<file path="src/rtl/nv_host_pkg.sv">
`default_nettype none
package nv_host_pkg;

    // ==========================================================
    // Bus and counter widths, and the sampler depth.
    localparam int ADDR_W = 15;
    localparam int DATA_W = 8;
    localparam int CNT_W = 20;
    localparam int SYNC_STAGES = 2;

    // ==========================================================
    // Timing figures in their own units and their cycle counts at 100 MHz.
    localparam int CLK_NS = 10;
    localparam int T_READ_NS = 70;
    localparam int T_WRITE_NS = 55;
    localparam int T_DATA_LEAD_NS = 30;
    localparam int T_SEQ_PULSE_NS = 60;
    localparam int T_RECALL_US = 20;
    localparam int T_STORE_MS = 10;
    localparam int T_RESTORE_US = 650;
    // Read waits also cover the two-stage sampler on the returned data.
    localparam int RD_CYC = (T_READ_NS + CLK_NS - 1) / CLK_NS + SYNC_STAGES;
    localparam int WR_CYC = (T_WRITE_NS + CLK_NS - 1) / CLK_NS;
    localparam int LEAD_CYC = (T_DATA_LEAD_NS + CLK_NS - 1) / CLK_NS;
    localparam int SEQ_CYC = (T_SEQ_PULSE_NS + CLK_NS - 1) / CLK_NS;
    localparam int RECALL_CYC = (T_RECALL_US * 1000 + CLK_NS - 1) / CLK_NS;
    localparam int STORE_CYC_DEF = (T_STORE_MS * 1000000 + CLK_NS - 1) / CLK_NS;
    localparam int RESTORE_CYC_DEF = (T_RESTORE_US * 1000 + CLK_NS - 1) / CLK_NS;

    // ==========================================================
    // Sequence addresses; the top address bit is always driven low.
    localparam int SEQ_STEPS = 6;
    localparam logic [ADDR_W-1:0] SEQ_ADDR [0:4] = '{15'h0E38, 15'h31C7, 15'h03E0,
                                                     15'h3C1F, 15'h303F};
    localparam logic [ADDR_W-1:0] SAVE_ADDR = 15'h0FC0;
    localparam logic [ADDR_W-1:0] RELOAD_ADDR = 15'h0C63;

    // ==========================================================
    // Command codes of the user port.
    typedef enum logic [1:0] {
        OP_READ = 2'h0,
        OP_WRITE = 2'h1,
        OP_SAVE = 2'h2,
        OP_RELOAD = 2'h3
    } op_t;

endpackage : nv_host_pkg
`default_nettype wire

</file>
<file path="src/rtl/nv_sram_host.sv">
`timescale 1ns/1ps
`default_nettype none
module nv_sram_host #(
    parameter int STORE_CYC = nv_host_pkg::STORE_CYC_DEF,
    parameter int RESTORE_CYC = nv_host_pkg::RESTORE_CYC_DEF
) (
    input wire logic i_core_clk,
    input wire logic i_nrst,
    input wire logic i_cmd_valid,
    input wire nv_host_pkg::op_t i_cmd_op,
    input wire logic [nv_host_pkg::ADDR_W-1:0] i_cmd_addr,
    input wire logic [nv_host_pkg::DATA_W-1:0] i_cmd_wdata,
    output logic o_cmd_ready,
    output logic o_rsp_valid,
    output logic [nv_host_pkg::DATA_W-1:0] o_rsp_rdata,
    input wire logic i_power_good,
    output logic [nv_host_pkg::ADDR_W-1:0] o_addr_bus,
    output logic o_chip_on_n,
    output logic o_output_drive_n,
    output logic o_load_strobe_n,
    output logic [nv_host_pkg::DATA_W-1:0] o_data_bus_out,
    output logic o_data_bus_oe,
    input wire logic [nv_host_pkg::DATA_W-1:0] i_data_bus_in
);
    import nv_host_pkg::*;

    // ==========================================================
    // State machine.
    typedef enum logic [6:0] {
        ST_PWR = 7'h01,
        ST_IDLE = 7'h02,
        ST_READ = 7'h04,
        ST_WRITE = 7'h08,
        ST_SEQ = 7'h10,
        ST_GAP = 7'h20,
        ST_NVWAIT = 7'h40
    } state_t;

    state_t state_reg, state_next;
    logic [CNT_W-1:0] cnt_reg, cnt_next;
    logic [2:0] step_reg, step_next;
    op_t op_reg, op_next;
    logic [ADDR_W-1:0] addr_reg, addr_next;
    logic ce_n_reg, ce_n_next, oe_n_reg, oe_n_next, we_n_reg, we_n_next;
    logic [DATA_W-1:0] dout_reg, dout_next, rdata_reg, rdata_next;
    logic doe_reg, doe_next, ready_reg, ready_next, rsp_reg, rsp_next;
    logic pg_meta_reg, pg_sync_reg;
    logic [DATA_W-1:0] din_meta_reg, din_sync_reg;

    // ==========================================================
    // Pin samplers: power-good and returned data come from outside the clock.
    always_ff @(posedge i_core_clk or negedge i_nrst) begin
        if (!i_nrst) begin
            pg_meta_reg <= 1'b0;
            pg_sync_reg <= 1'b0;
            din_meta_reg <= '0;
            din_sync_reg <= '0;
        end else begin
            pg_meta_reg <= i_power_good;
            pg_sync_reg <= pg_meta_reg;
            din_meta_reg <= i_data_bus_in;
            din_sync_reg <= din_meta_reg;
        end
    end

    // Decodes shared by the next-state logic.
    wire cnt_zero = (cnt_reg == '0);
    wire take = i_cmd_valid && ready_reg && pg_sync_reg;
    wire last_step = (step_reg == 3'(SEQ_STEPS - 1));
    // The sixth address alone picks save or reload.
    wire [ADDR_W-1:0] seq_addr = !last_step ? SEQ_ADDR[step_reg] :
                                 (op_reg == OP_SAVE) ? SAVE_ADDR : RELOAD_ADDR;
    wire [CNT_W-1:0] nv_wait = (op_reg == OP_SAVE) ? CNT_W'(STORE_CYC - 1) :
                                                     CNT_W'(RECALL_CYC - 1);

    // ==========================================================
    // Next-state logic. Only one access runs at a time, so a sequence is never
    // interrupted by another access once started.
    always_comb begin
        state_next = state_reg;
        cnt_next = cnt_zero ? cnt_reg : cnt_reg - 1'b1;
        step_next = step_reg;
        op_next = op_reg;
        addr_next = addr_reg;
        ce_n_next = ce_n_reg;
        oe_n_next = oe_n_reg;
        we_n_next = we_n_reg;
        dout_next = dout_reg;
        doe_next = doe_reg;
        rdata_next = rdata_reg;
        rsp_next = 1'b0;
        unique case (state_reg)
            ST_PWR: begin
                // Strobes stay high while power is bad and through the reload.
                ce_n_next = 1'b1;
                oe_n_next = 1'b1;
                we_n_next = 1'b1;
                doe_next = 1'b0;
                if (!pg_sync_reg) begin
                    cnt_next = CNT_W'(RESTORE_CYC - 1);
                end else if (cnt_zero) begin
                    state_next = ST_IDLE;
                end
            end
            ST_IDLE: begin
                if (!pg_sync_reg) begin
                    // No new access after the supply has dropped.
                    state_next = ST_PWR;
                    cnt_next = CNT_W'(RESTORE_CYC - 1);
                end else if (take) begin
                    op_next = i_cmd_op;
                    ce_n_next = 1'b0;
                    unique case (i_cmd_op)
                        OP_READ: begin
                            state_next = ST_READ;
                            addr_next = i_cmd_addr;
                            oe_n_next = 1'b0;
                            cnt_next = CNT_W'(RD_CYC - 1);
                        end
                        OP_WRITE: begin
                            // Data is driven from the first cycle, well ahead of the end.
                            state_next = ST_WRITE;
                            addr_next = i_cmd_addr;
                            we_n_next = 1'b0;
                            dout_next = i_cmd_wdata;
                            doe_next = 1'b1;
                            cnt_next = CNT_W'(WR_CYC - 1);
                        end
                        OP_SAVE, OP_RELOAD: begin
                            // Save and reload both start with the first step.
                            state_next = ST_SEQ;
                            step_next = 3'h0;
                            addr_next = SEQ_ADDR[0];
                            cnt_next = CNT_W'(SEQ_CYC - 1);
                        end
                    endcase
                end
            end
            ST_READ: begin
                if (cnt_zero) begin
                    rdata_next = din_sync_reg;
                    rsp_next = 1'b1;
                    ce_n_next = 1'b1;
                    oe_n_next = 1'b1;
                    state_next = ST_GAP;
                end
            end
            ST_WRITE: begin
                if (cnt_zero) begin
                    // Both strobes rise together; address and data stay one more cycle.
                    ce_n_next = 1'b1;
                    we_n_next = 1'b1;
                    rsp_next = 1'b1;
                    state_next = ST_GAP;
                end
            end
            ST_SEQ: begin
                if (ce_n_reg) begin
                    // Next chip_on_n pulse with load_strobe_n high.
                    addr_next = seq_addr;
                    ce_n_next = 1'b0;
                    cnt_next = CNT_W'(SEQ_CYC - 1);
                end else if (cnt_zero) begin
                    ce_n_next = 1'b1;
                    if (last_step) begin
                        state_next = ST_NVWAIT;
                        cnt_next = nv_wait;
                    end else begin
                        step_next = step_reg + 3'h1;
                    end
                end
            end
            ST_GAP: begin
                doe_next = 1'b0;
                state_next = ST_IDLE;
            end
            ST_NVWAIT: begin
                // The device ignores the bus until its cycle time has passed.
                if (cnt_zero) begin
                    rsp_next = 1'b1;
                    state_next = ST_IDLE;
                end
            end
            default: begin
                state_next = ST_PWR;
            end
        endcase
        // Save and reload are refused while power is bad.
        ready_next = (state_next == ST_IDLE) && pg_sync_reg;
    end

    // ==========================================================
    // State registers; power-up starts in the restore wait.
    always_ff @(posedge i_core_clk or negedge i_nrst) begin
        if (!i_nrst) begin
            state_reg <= ST_PWR;
            cnt_reg <= CNT_W'(RESTORE_CYC - 1);
            step_reg <= 3'h0;
            op_reg <= OP_READ;
            addr_reg <= '0;
            ce_n_reg <= 1'b1;
            oe_n_reg <= 1'b1;
            we_n_reg <= 1'b1;
            dout_reg <= '0;
            doe_reg <= 1'b0;
            rdata_reg <= '0;
            ready_reg <= 1'b0;
            rsp_reg <= 1'b0;
        end else begin
            state_reg <= state_next;
            cnt_reg <= cnt_next;
            step_reg <= step_next;
            op_reg <= op_next;
            addr_reg <= addr_next;
            ce_n_reg <= ce_n_next;
            oe_n_reg <= oe_n_next;
            we_n_reg <= we_n_next;
            dout_reg <= dout_next;
            doe_reg <= doe_next;
            rdata_reg <= rdata_next;
            ready_reg <= ready_next;
            rsp_reg <= rsp_next;
        end
    end

    // Pins and user answers straight from flip-flops.
    assign o_addr_bus = addr_reg;
    assign o_chip_on_n = ce_n_reg;
    assign o_output_drive_n = oe_n_reg;
    assign o_load_strobe_n = we_n_reg;
    assign o_data_bus_out = dout_reg;
    assign o_data_bus_oe = doe_reg;
    assign o_cmd_ready = ready_reg;
    assign o_rsp_valid = rsp_reg;
    assign o_rsp_rdata = rdata_reg;

    // ==========================================================
    // Checks on what this controller drives.
    a_write_oe_high: assert property (@(posedge i_core_clk) disable iff (!i_nrst)
        !we_n_reg |-> oe_n_reg && doe_reg && !ce_n_reg)
        else $error("output drive low or data released during write");
    a_write_pulse_len: assert property (@(posedge i_core_clk) disable iff (!i_nrst)
        $fell(we_n_reg) |-> !we_n_reg [*6] ##1 we_n_reg)
        else $error("write pulse not six cycles");
    a_write_addr_hold: assert property (@(posedge i_core_clk) disable iff (!i_nrst)
        $rose(we_n_reg) |-> $stable(addr_reg) && doe_reg && $stable(dout_reg))
        else $error("address or data moved at write end");
    a_write_data_lead: assert property (@(posedge i_core_clk) disable iff (!i_nrst)
        $rose(we_n_reg) |-> $past(doe_reg, 3) && $past(dout_reg, 3) == dout_reg)
        else $error("write data not set up three cycles ahead");
    a_powerdown_quiet: assert property (@(posedge i_core_clk) disable iff (!i_nrst)
        (state_reg == ST_PWR) |-> we_n_reg && ce_n_reg)
        else $error("strobe active during power wait");
    a_seq_pulse_len: assert property (@(posedge i_core_clk) disable iff (!i_nrst)
        (state_reg == ST_SEQ) && $fell(ce_n_reg) |-> (!ce_n_reg && we_n_reg) [*6] ##1 ce_n_reg)
        else $error("sequence pulse wrong");
    a_nv_bus_idle: assert property (@(posedge i_core_clk) disable iff (!i_nrst)
        (state_reg == ST_NVWAIT) |-> ce_n_reg && we_n_reg && !doe_reg && !ready_reg)
        else $error("bus active during non-volatile cycle");
    a_save_power_ok: assert property (@(posedge i_core_clk) disable iff (!i_nrst)
        (state_reg == ST_IDLE) && !pg_sync_reg |=> (state_reg == ST_PWR) && !ready_reg)
        else $error("command still possible while power bad");
    a_take_busy: assert property (@(posedge i_core_clk) disable iff (!i_nrst)
        take |=> (state_reg != ST_IDLE) && !ready_reg)
        else $error("ready stayed high after a command was taken");
    a_read_resp: assert property (@(posedge i_core_clk) disable iff (!i_nrst)
        $fell(ce_n_reg) && !oe_n_next && (state_next == ST_READ) |=> !ce_n_reg [*8] ##1 rsp_reg)
        else $error("read answer not after nine cycles");
    a_seq_last_addr: assert property (@(posedge i_core_clk) disable iff (!i_nrst)
        $rose(state_reg == ST_NVWAIT) |-> addr_reg == ((op_reg == OP_SAVE) ? SAVE_ADDR :
                                                       RELOAD_ADDR))
        else $error("sixth address does not match operation");

endmodule : nv_sram_host
`default_nettype wire

</file>
<file path="config.mk">
export PLATFORM = sky130hd
export DESIGN_NAME = nv_sram_host
export DESIGN_NICKNAME = d
export VERILOG_FILES = /design/src/rtl/nv_host_pkg.sv /design/src/rtl/nv_sram_host.sv
export SDC_FILE = /design/constraint.sdc
export NUM_CORES = 1
export LEC_CHECK = 0
export ABC_AREA = 0
export BUFFER_PORTS_ARGS = -buffer_cell sky130_fd_sc_hd__buf_2
export CAP_MARGIN = 10
export CORE_ASPECT_RATIO = 0.5
export CORE_MARGIN = 2
export CORE_UTILIZATION = 50
export CTS_BUF_LIST = sky130_fd_sc_hd__clkbuf_16
export DETAILED_ROUTE_END_ITERATION = 10
export PLACE_DENSITY_LB_ADDON = 0.3
export SKIP_LAST_GASP = 1
export SLEW_MARGIN = 20
export SYNTH_ARGS = -nofsm -noshare
export SYNTH_HDL_FRONTEND = slang
export SYNTH_SLANG_ARGS = --single-unit
</file>
<file path="constraint.sdc">
create_clock -name i_core_clk -period 3.7 [get_ports i_core_clk]
set_input_delay 0.37 -clock i_core_clk [delete_from_list [all_inputs] [get_ports i_core_clk]]
set_output_delay 0.37 -clock i_core_clk [all_outputs]
set_load 0.01 [all_outputs]
</file>
======== After elaboration in Yosys (flattened, before gate mapping) ========
Memory sizes are Yosys's and may differ from the RTL's.
Index checks and enable logic that the tools add are counted.
storage, ports and cells
  input port bits ......................... 37
  ROM bits ................................ 120
  memories ................................ 1
  register bits ........................... 87
  word-level logic and storage cells ...... 127
  output and inout port bits .............. 37
operators by class
  mux-type cells .......................... 55
  add/sub/neg operators ................... 2
  magnitude comparators ................... 1
  reduce and logical (&&, ||, !) cells .... 25
  bitwise logic cells ..................... 1
  equality and inequality tests ........... 25
memory list
  name             depth  bits a word  rd ports  clocked after Yosys merged registers in  write ports  RTL line            RTL
  (no name shown)  8      15           1         0                                        0            nv_sram_host.sv:71  wire [ADDR_W-1:0] seq_addr = !last_step ? SEQ_ADDR[step_reg] :
operators by type and width
  operator                                             count
  2-to-1 mux 20 bit                                    8
  2-to-1 mux 15 bit                                    6
  case mux 15 bit (2 select lines)                     2
  case mux 20 bit (3 select lines)                     1
  2-to-1 mux 7 bit                                     8
  case mux 7 bit (6 select lines)                      1
  case mux 20 bit (2 select lines)                     1
  inequality test 2 bit, second input constant         11
  case mux 7 bit (3 select lines)                      1
  logical NOT 20 bit                                   1
  subtractor 20 x 1 -> 20 bit, second input constant   1
  2-to-1 mux 3 bit                                     6
  AND reduction 4 bit                                  4
  2-to-1 mux 1 bit                                     15
  equality test 7 x 2 -> 1 bit, second input constant  2
  2-to-1 mux 10 bit                                    1
  AND reduction 5 bit                                  2
  OR reduction 2 bit                                   4
  equality test 7 x 1 -> 1 bit, second input constant  1
  equality test 7 x 3 -> 1 bit, second input constant  1
  equality test 7 x 4 -> 1 bit, second input constant  1
  equality test 7 x 5 -> 1 bit, second input constant  1
  equality test 7 x 6 -> 1 bit, second input constant  1
  equality test 7 bit, second input constant           1
  20 further kinds                                     28

======== Logic depth before layout (Yosys ltp) ========
Gate-level depths: netlist (run 1).
  depth after elaboration ................. 8
  mapped depth ............................ 9
  depth with buffers taken out ............ 8

======== Least setup slack after synthesis (run 1) ========
OpenSTA, ideal clock, no wires.
  kind .................................... reg-to-reg
  start ................................... register state_reg[4]
  end ..................................... register dout_reg[0] (netlist: o_data_bus_out[0])
  path buffers ............................ 2
  path slack .............................. 1614 ps
  period minus slack after synthesis ...... 2086 ps
  arrival time ............................ 1962 ps
  data required time ...................... 3575 ps
  library setup time ...................... 125 ps
  stages on the path, launching flop included .. 8
  cell sequence ........................... dfrtp_1 -> buf_2 -> nor4_4 -> nand4_1 -> nor2_2 -> and3b_1 -> buf_2 -> mux2_2
on the way
  longest elaborated chain between the ends .. 2
ends and longest elaborated chain
  what                           RTL line             RTL
  from (decl)                    nv_sram_host.sv:39   state_t state_reg, state_next;
  from (signal assigned)         nv_sram_host.sv:210  state_reg <= state_next;
  equality test 7 x 2 -> 1 bit   nv_sram_host.sv:92   unique case (state_reg)
  AND reduction 4 bit (no line)  --
  to (signal assigned)           nv_sram_host.sv:218  dout_reg <= dout_next;
  to (decl)                      nv_sram_host.sv:45   logic [DATA_W-1:0] dout_reg, dout_next, rdata_reg, rdata_next;
Every way passes these cells.
A chain may end at the register's enable or synchronous reset.

======== Worst setup path after layout (run 1) ========
  start ................................... register state_reg[1]
  end ..................................... register addr_reg[2] (netlist: o_addr_bus[2])
on the way
  longest elaborated chain between the ends .. 3
  elaborated cells between the ends (all ways) .. 8
  those cells by class .................... eq/ne: 5; mux: 1; reduce/logical: 2
ends and longest elaborated chain
  what                                                                                 RTL line             RTL
  equality test 7 x 5 -> 1 bit / equality test 7 x 2 -> 1 bit (equally long branches)  nv_sram_host.sv:92
  inequality test 2 bit (no line) / nonzero test 2 bit (equally long branches)         --
  AND reduction 4 bit (no line)                                                        --
  to (signal assigned)                                                                 nv_sram_host.sv:214  addr_reg <= addr_next;
  to (decl)                                                                            nv_sram_host.sv:43   logic [ADDR_W-1:0] addr_reg, addr_next;
Several ways; a longest one is shown, not always the timed one.

==> results.sh, run 1 <==
export IMPL_min_path_type="in2async"
export IMPL_place_inst=567
export IMPL_finalWirelength_um=9120
export IMPL_rsz0062_at_grt="false"
export IMPL_async_flop_share_pct=100
export IMPL_slowest_delay_ns=0.71
export IMPL_wl_per_cell_um=15.7
export IMPL_dp_hpwl_um=6350
export IMPL_synth_ff_latch_count=87
export IMPL_cpMostUsedCell="nand2b_1"
export IMPL_syn_nets=436
export IMPL_largest_register_ffs=20
export IMPL_gp_congestion=0.830
export IMPL_p_clk_share_pct=47.9
export IMPL_synth_distinct_cells=62
export IMPL_grt_pass1_vias=2921
export IMPL_cp_slowest_cell="nand2b_1"
export IMPL_fp_dieH_um=68.6
export IMPL_finalCritPeriodShare_pct=73.7
export IMPL_pwr_share_seq_pct=48.8
export IMPL_comb_power_share_pct=3.3
export IMPL_cts_tree="yes"
export IMPL_intPower_mw=1.58
export IMPL_clock_sinks=87
export IMPL_yosys_top_cells_area="dfrtp_1, dfstp_2, o21ai_0"
export IMPL_hold_viol=0
export IMPL_cellLeakagePower_nw=2.37
export IMPL_placed_cell_area_mm2=0.00462
export IMPL_synth_edf_count=0
export IMPL_fill_cells=673
export IMPL_firstDrtPassIters=6
export IMPL_fmax_mhz=367
export IMPL_cts_made_buffers=9
export IMPL_synth_top_area_share_pct=41.9
export IMPL_setup_tns_ns=0
export IMPL_path_clk_slew_ns=0.06
export IMPL_grt_max_degree=88
export IMPL_postLayoutCoreUtil_pct=61.3
export IMPL_boundaryPins=74
export IMPL_grtUsageTotal_pct=21.1
export IMPL_syn_area_mm2=0.00418
export IMPL_syn_inst=396
export IMPL_required_ns=3.88
export IMPL_max_slew_margin_pct=38.4
export IMPL_antenna_left=0
export IMPL_grt_pass1_wl_um=14800
export IMPL_instances_no_fill=582
export IMPL_p_switching_uw=419
export IMPL_drc=0
export IMPL_worst_pin_slew_ns=0.924
export IMPL_path_max_fanout=31
export IMPL_p_sw_share_pct=21.0
export IMPL_pwr_density_cell_mw_per_mm2=404
export IMPL_clockBufferDepth=2
export IMPL_vias=3240
export IMPL_vdd_drop_max_mv=0.277
export IMPL_layout_drive_gt1_share_pct=29.4
export IMPL_critical_path_arrival_ns=2.90
export IMPL_startpoint_type="register"
export IMPL_initial_utilization_pct=51.9
export IMPL_crit_path_end_kind="register"
export IMPL_viasPerCell=5.57
export IMPL_dieArea_mm2=0.00915
export IMPL_antenna_found_initial=0
export IMPL_status="finished clean"
export IMPL_post_cts_resized=0
export IMPL_crit_chain="nor3_2 > and3_1 > nand2b_1 > nand2b_1 > o21ai_0"
export IMPL_ctsHoldBuffers=0
export IMPL_path_class="reg2reg"
export IMPL_synth_top_flop_cell="dfrtp_1"
export IMPL_synth_top_area_cell="dfrtp_1"
export IMPL_clockRootBuffer="clkbuf_16"
export IMPL_area_growth_pct=18.2
export IMPL_die_width_um=133
export IMPL_post_cts_buffers=0
export IMPL_drt_iter0_drc=324
export IMPL_rows=23
export IMPL_ys_warnings_count=0
export IMPL_min_period_ns=2.73
export IMPL_finClkSkew_ns=0.00679
export IMPL_seqCellArea_mm2=0.00220
export IMPL_finalMaxSlewViolations=0
export IMPL_stdcell_area_mm2=0.00494
export IMPL_multiInputGateArea_mm2=0.00189
export IMPL_ys_seq_area_share_pct=52.6
export IMPL_setup_viol=0
export IMPL_synth_area_per_cell_um2=10.6
export IMPL_nNetsFinal=506
export IMPL_cap_violations=0
export IMPL_cts_max_level=3
export IMPL_grt_overflow_total=0
export IMPL_n_antenna_cell=0
export IMPL_portBuffers=73
export IMPL_coreArea_mm2=0.00806
export IMPL_insertion_delay_ns=0.34
-- power groups by stage --
stage               combinational [mW]  sequential (mW)  clock, mW
finish                          0.0657            0.975      0.956
detailed placement              0.0663            0.992          0
global placement                0.0661            0.991          0
CTS                             0.0666            0.975      0.974
global route                    0.0752            0.975       1.02
floorplan                       0.0241            0.988          0
-- metrics by stage --
stage / worst slack [ns] / hold WS, ns / power, mW
3_3_place_gp: 1.15 / 0.332 / 1.06
2_1_floorplan: 1.61 / 0.0744 / 1.01
4_1_cts: 0.987 / 0.116 / 2.02
6_report: 0.973 / 0.0795 / 2.00
3_5_place_dp: 0.997 / 0.336 / 1.06
5_1_grt: 0.703 / 0.111 / 2.07
-- cell type report --
type	instances	share of cell area, %
Tap cell	112	2.84
Timing Repair Buffer	73	7.52
Clock buffer	9	4.56
Sequential cell	87	44.5
Multi-Input combinational cell	289	38.3
Inverter	6	0.456
Clock inverter	6	1.77
-- Yosys cell counts (all sizes together), types with 2 or more instances --
| master | n |
|---|---|
| xor2 | 14 |
| nand2 | 48 |
| nor4 | 9 |
| buf | 8 |
| a21boi | 2 |
| o22ai | 2 |
| clkbuf | 6 |
| o41ai | 2 |
| nand3b | 2 |
| mux2i | 2 |
| o2bb2ai | 2 |
| nand4 | 7 |
| nor2b | 5 |
| nor3 | 11 |
| a31oi | 2 |
| o21bai | 2 |
| ha | 3 |
| or4 | 2 |
| dfstp | 17 |
| nor2 | 33 |
| inv | 6 |
| nand4b | 2 |
| nand2b | 7 |
| o21a | 2 |
| xnor2 | 5 |
| o21ai | 38 |
| o31ai | 2 |
| a21o | 3 |
| and2 | 5 |
| nor3b | 2 |
| o211ai | 3 |
| and3 | 6 |
| dfrtp | 70 |
| nand3 | 13 |
| mux2 | 18 |
| a21oi | 20 |
-- worst max-delay path: cells and delay by family (launching register included) --
| family | cells | cell delay, ns |
|---|---|---|
| and+or+nand+nor | 4 | 1.80 |
| AOI/OAI and AO/OA | 1 | 0.24 |
| DFF | 1 | 0.52 |
-- worst paths after layout --
check	to	from	cells past startpoint	slack, ns
max in group asynchronous	cnt_reg[17]	i_nrst	1	3.10
min in group i_core_clk	din_meta_reg[4]	i_data_bus_in[4]	1	0.13
setup reg to reg	o_addr_bus[2]	state_reg[1]	5	0.97
hold reg to reg	din_sync_reg[7]	din_meta_reg[7]	0	0.35
setup / recovery	o_addr_bus[2]	state_reg[1]	5	0.97
hold / removal	o_data_bus_out[4]	i_nrst	1	0.08
-- metal layers --
| metal | vias up | part of all wire, % | global-route usage, % |
|---|---|---|---|
| li1 | 1568 | - | - |
| met1 | 1543 | 48 | 27.8 |
| met2 | 114 | 44 | 33.6 |
| met3 | 15 | 7.0 | 6.65 |
| met4 | 0 | 1.1 | 7.58 |
| met5 | - | 0 | 0 |
-- logic make-up (layout without fill, tap and decap cells) --
kind of cell	Yosys count	after routing	share of synthesized area, %
flops	87	87	52.6
compound gates	90	90	13.8
simple gates	157	157	21.3
fa+ha+maj	3	3	0.898
xor+xnor	19	19	3.98
buf+inv	20	94	2.10
mux	20	20	5.33
-- cells in the final DEF (no fill, tap or decap), types with 4 or more instances in the layout --
cell type / instances
a21oi_1: 20
and2_1: 5
and3_1: 6
buf_2: 72
clkbuf_16: 9
dfrtp_1: 70
dfstp_2: 17
inv_1: 7
mux2_2: 16
nand2_1: 48
nand2b_1: 7
nand3_1: 13
nand4_1: 5
nor2_1: 30
nor2b_1: 5
nor3_1: 7
nor3_2: 4
nor4_1: 4
o21ai_0: 36
xnor2_1: 5
xor2_1: 14
(Power assumes the default switching activity.)
==> inputs of run 2 (changes only) <==
==> constraint.sdc (replaced) <==
create_clock -name i_core_clk -period 2.9 [get_ports i_core_clk]
set_input_delay 0.29 -clock i_core_clk [delete_from_list [all_inputs] [get_ports i_core_clk]]
set_output_delay 0.29 -clock i_core_clk [all_outputs]
set_load 0.01 [all_outputs]
==> results.sh, run 2 (synthesized netlist as in run 1, its figures left out) <==
export IMPL_status="finished clean"
export IMPL_finalCritPeriodShare_pct=84.6
export IMPL_vdd_drop_max_mv=0.403
export IMPL_drc=0
export IMPL_r2r_start="state_reg[4]"
export IMPL_post_cts_buffers=0
export IMPL_crit_start="state_reg[4]"
export IMPL_worst_slack_ns=0.448
export IMPL_cap_violations=0
export IMPL_mostFrequentLayoutCells="buf_2, dfrtp_1, nand2_1"
export IMPL_portBuffers=73
export IMPL_vias=3235
export IMPL_p_total_mw=2.41
export IMPL_coreArea_mm2=0.00806
export IMPL_layout_drive_gt1_share_pct=30.2
export IMPL_holdCritStartpoint="i_data_bus_in[6]"
export IMPL_placed_cell_area_mm2=0.00467
export IMPL_dieArea_mm2=0.00915
export IMPL_drt_iter0_drc=343
export IMPL_grtUsageTotal_pct=20.3
export IMPL_area_growth_pct=18.8
export IMPL_cp_slowest_cell="dfrtp_1"
export IMPL_preCtsSetupSlack_ns=0.435
export IMPL_critical_path_arrival_ns=2.68
export IMPL_post_cts_resized=0
export IMPL_setup_viol=0
export IMPL_crit_chain="nor4_4 > nand4_1 > nor2_2 > and3b_1 > mux2_2"
export IMPL_r2r_slack_ns=0.45
export IMPL_setup_tns_ns=0
export IMPL_fill_cells=673
export IMPL_grt_pass1_wl_um=14300
export IMPL_startpoint_type="register"
export IMPL_pwr_density_cell_mw_per_mm2=485
export IMPL_boundaryPins=74
export IMPL_viasPerCell=5.49
export IMPL_cts_max_level=3
export IMPL_wl_per_cell_um=14.9
export IMPL_clockRootBuffer="clkbuf_16"
export IMPL_path_max_fanout=11
export IMPL_fp_dieH_um=68.6
export IMPL_antenna_left=0
export IMPL_initial_utilization_pct=51.9
export IMPL_min_path_type="in2reg"
export IMPL_rows=23
export IMPL_grt_overflow_total=0
export IMPL_antenna_found_initial=0
export IMPL_finalMaxSlewViolations=0
export IMPL_ctsHoldBuffers=1
export IMPL_cts_made_buffers=9
export IMPL_rsz0062_at_grt="false"
export IMPL_gp_congestion=0.928
export IMPL_finClkSkew_ns=0.00586
export IMPL_path_buf_inv=0
export IMPL_clockBufferDepth=2
export IMPL_worst_pin_slew_ns=0.607
export IMPL_nNetsFinal=512
export IMPL_max_slew_margin_pct=59.4
export IMPL_path_class="reg2reg"
export IMPL_insertion_delay_ns=0.33
export IMPL_cellLeakagePower_nw=2.39
export IMPL_finalWirelength_um=8780
export IMPL_crit_path_end_kind="register"
export IMPL_largest_register_ffs=20
export IMPL_min_period_ns=2.45
export IMPL_final_common_cell="buf_2"
export IMPL_cp_top_family="simple AND/OR/NAND/NOR gates"
export IMPL_stdcell_area_mm2=0.00496
export IMPL_hold_slack_ns=0.0560
export IMPL_grt_max_degree=88
export IMPL_dp_hpwl_um=6280
export IMPL_die_width_um=133
export IMPL_clock_sinks=87
export IMPL_required_ns=3.12
export IMPL_grt_pass1_vias=2945
export IMPL_path_clk_slew_ns=0.06
export IMPL_firstDrtPassIters=4
export IMPL_hold_viol=0
export IMPL_slowest_delay_ns=0.52
export IMPL_fmax_mhz=408
export IMPL_cts_tree="yes"
export IMPL_n_antenna_cell=0
==> run 2: per-layer routing <==
| layer | GRT usage [%] | wire [um] | part of all wire (%) | vias to the layer above |
|---|---|---|---|---|
| met5 | 0 | 0 | 0 | - |
| li1 | - | - | - | 1575 |
| met4 | 6.65 | 95 | 1.1 | 0 |
| met1 | 28.3 | 4230 | 48 | 1546 |
| met2 | 31.3 | 3850 | 44 | 106 |
| met3 | 5.48 | 616 | 7.0 | 8 |
==> run 2: layout make-up <==
type / count / area [um^2] / share of cell area (%)
multi-input cells: 289 / 1890 / 38.1
flip-flops and latches: 87 / 2200 / 44.3
clock inverters: 7 / 57.6 / 1.16
inverters: 6 / 22.5 / 0.454
clock buffers: 9 / 225 / 4.54
well taps: 112 / 140 / 2.82
repair buffers: 79 / 428 / 8.62
==> run 2: worst paths after layout <==
path                            depth (start not counted)           endpoint
worst max-delay path                                    5  o_data_bus_out[0]
worst min-delay path                                    1    din_meta_reg[6]
worst max register to register                          5  o_data_bus_out[0]
worst min register to register                          0    din_sync_reg[2]
max in group asynchronous                               3        cnt_reg[13]
min in group asynchronous                               3  o_data_bus_out[5]
==> run 2: power breakdown <==
part	switching, mW	internal [mW]	leakage (nW)
clock network	0.488	0.590	0.136
logic	0.0519	0.0353	1.16
registers	0.00997	1.23	1.09
total	0.550	1.86	2.39
==> run 2: stage by stage <==
stage | cells | util, %
after floorplan | 396 | -
after global placement | 572 | 58.0
after detailed placement | 572 | 58.0
after CTS | 589 | 61.6
after global routing | 589 | 61.6
final | 589 | 61.6
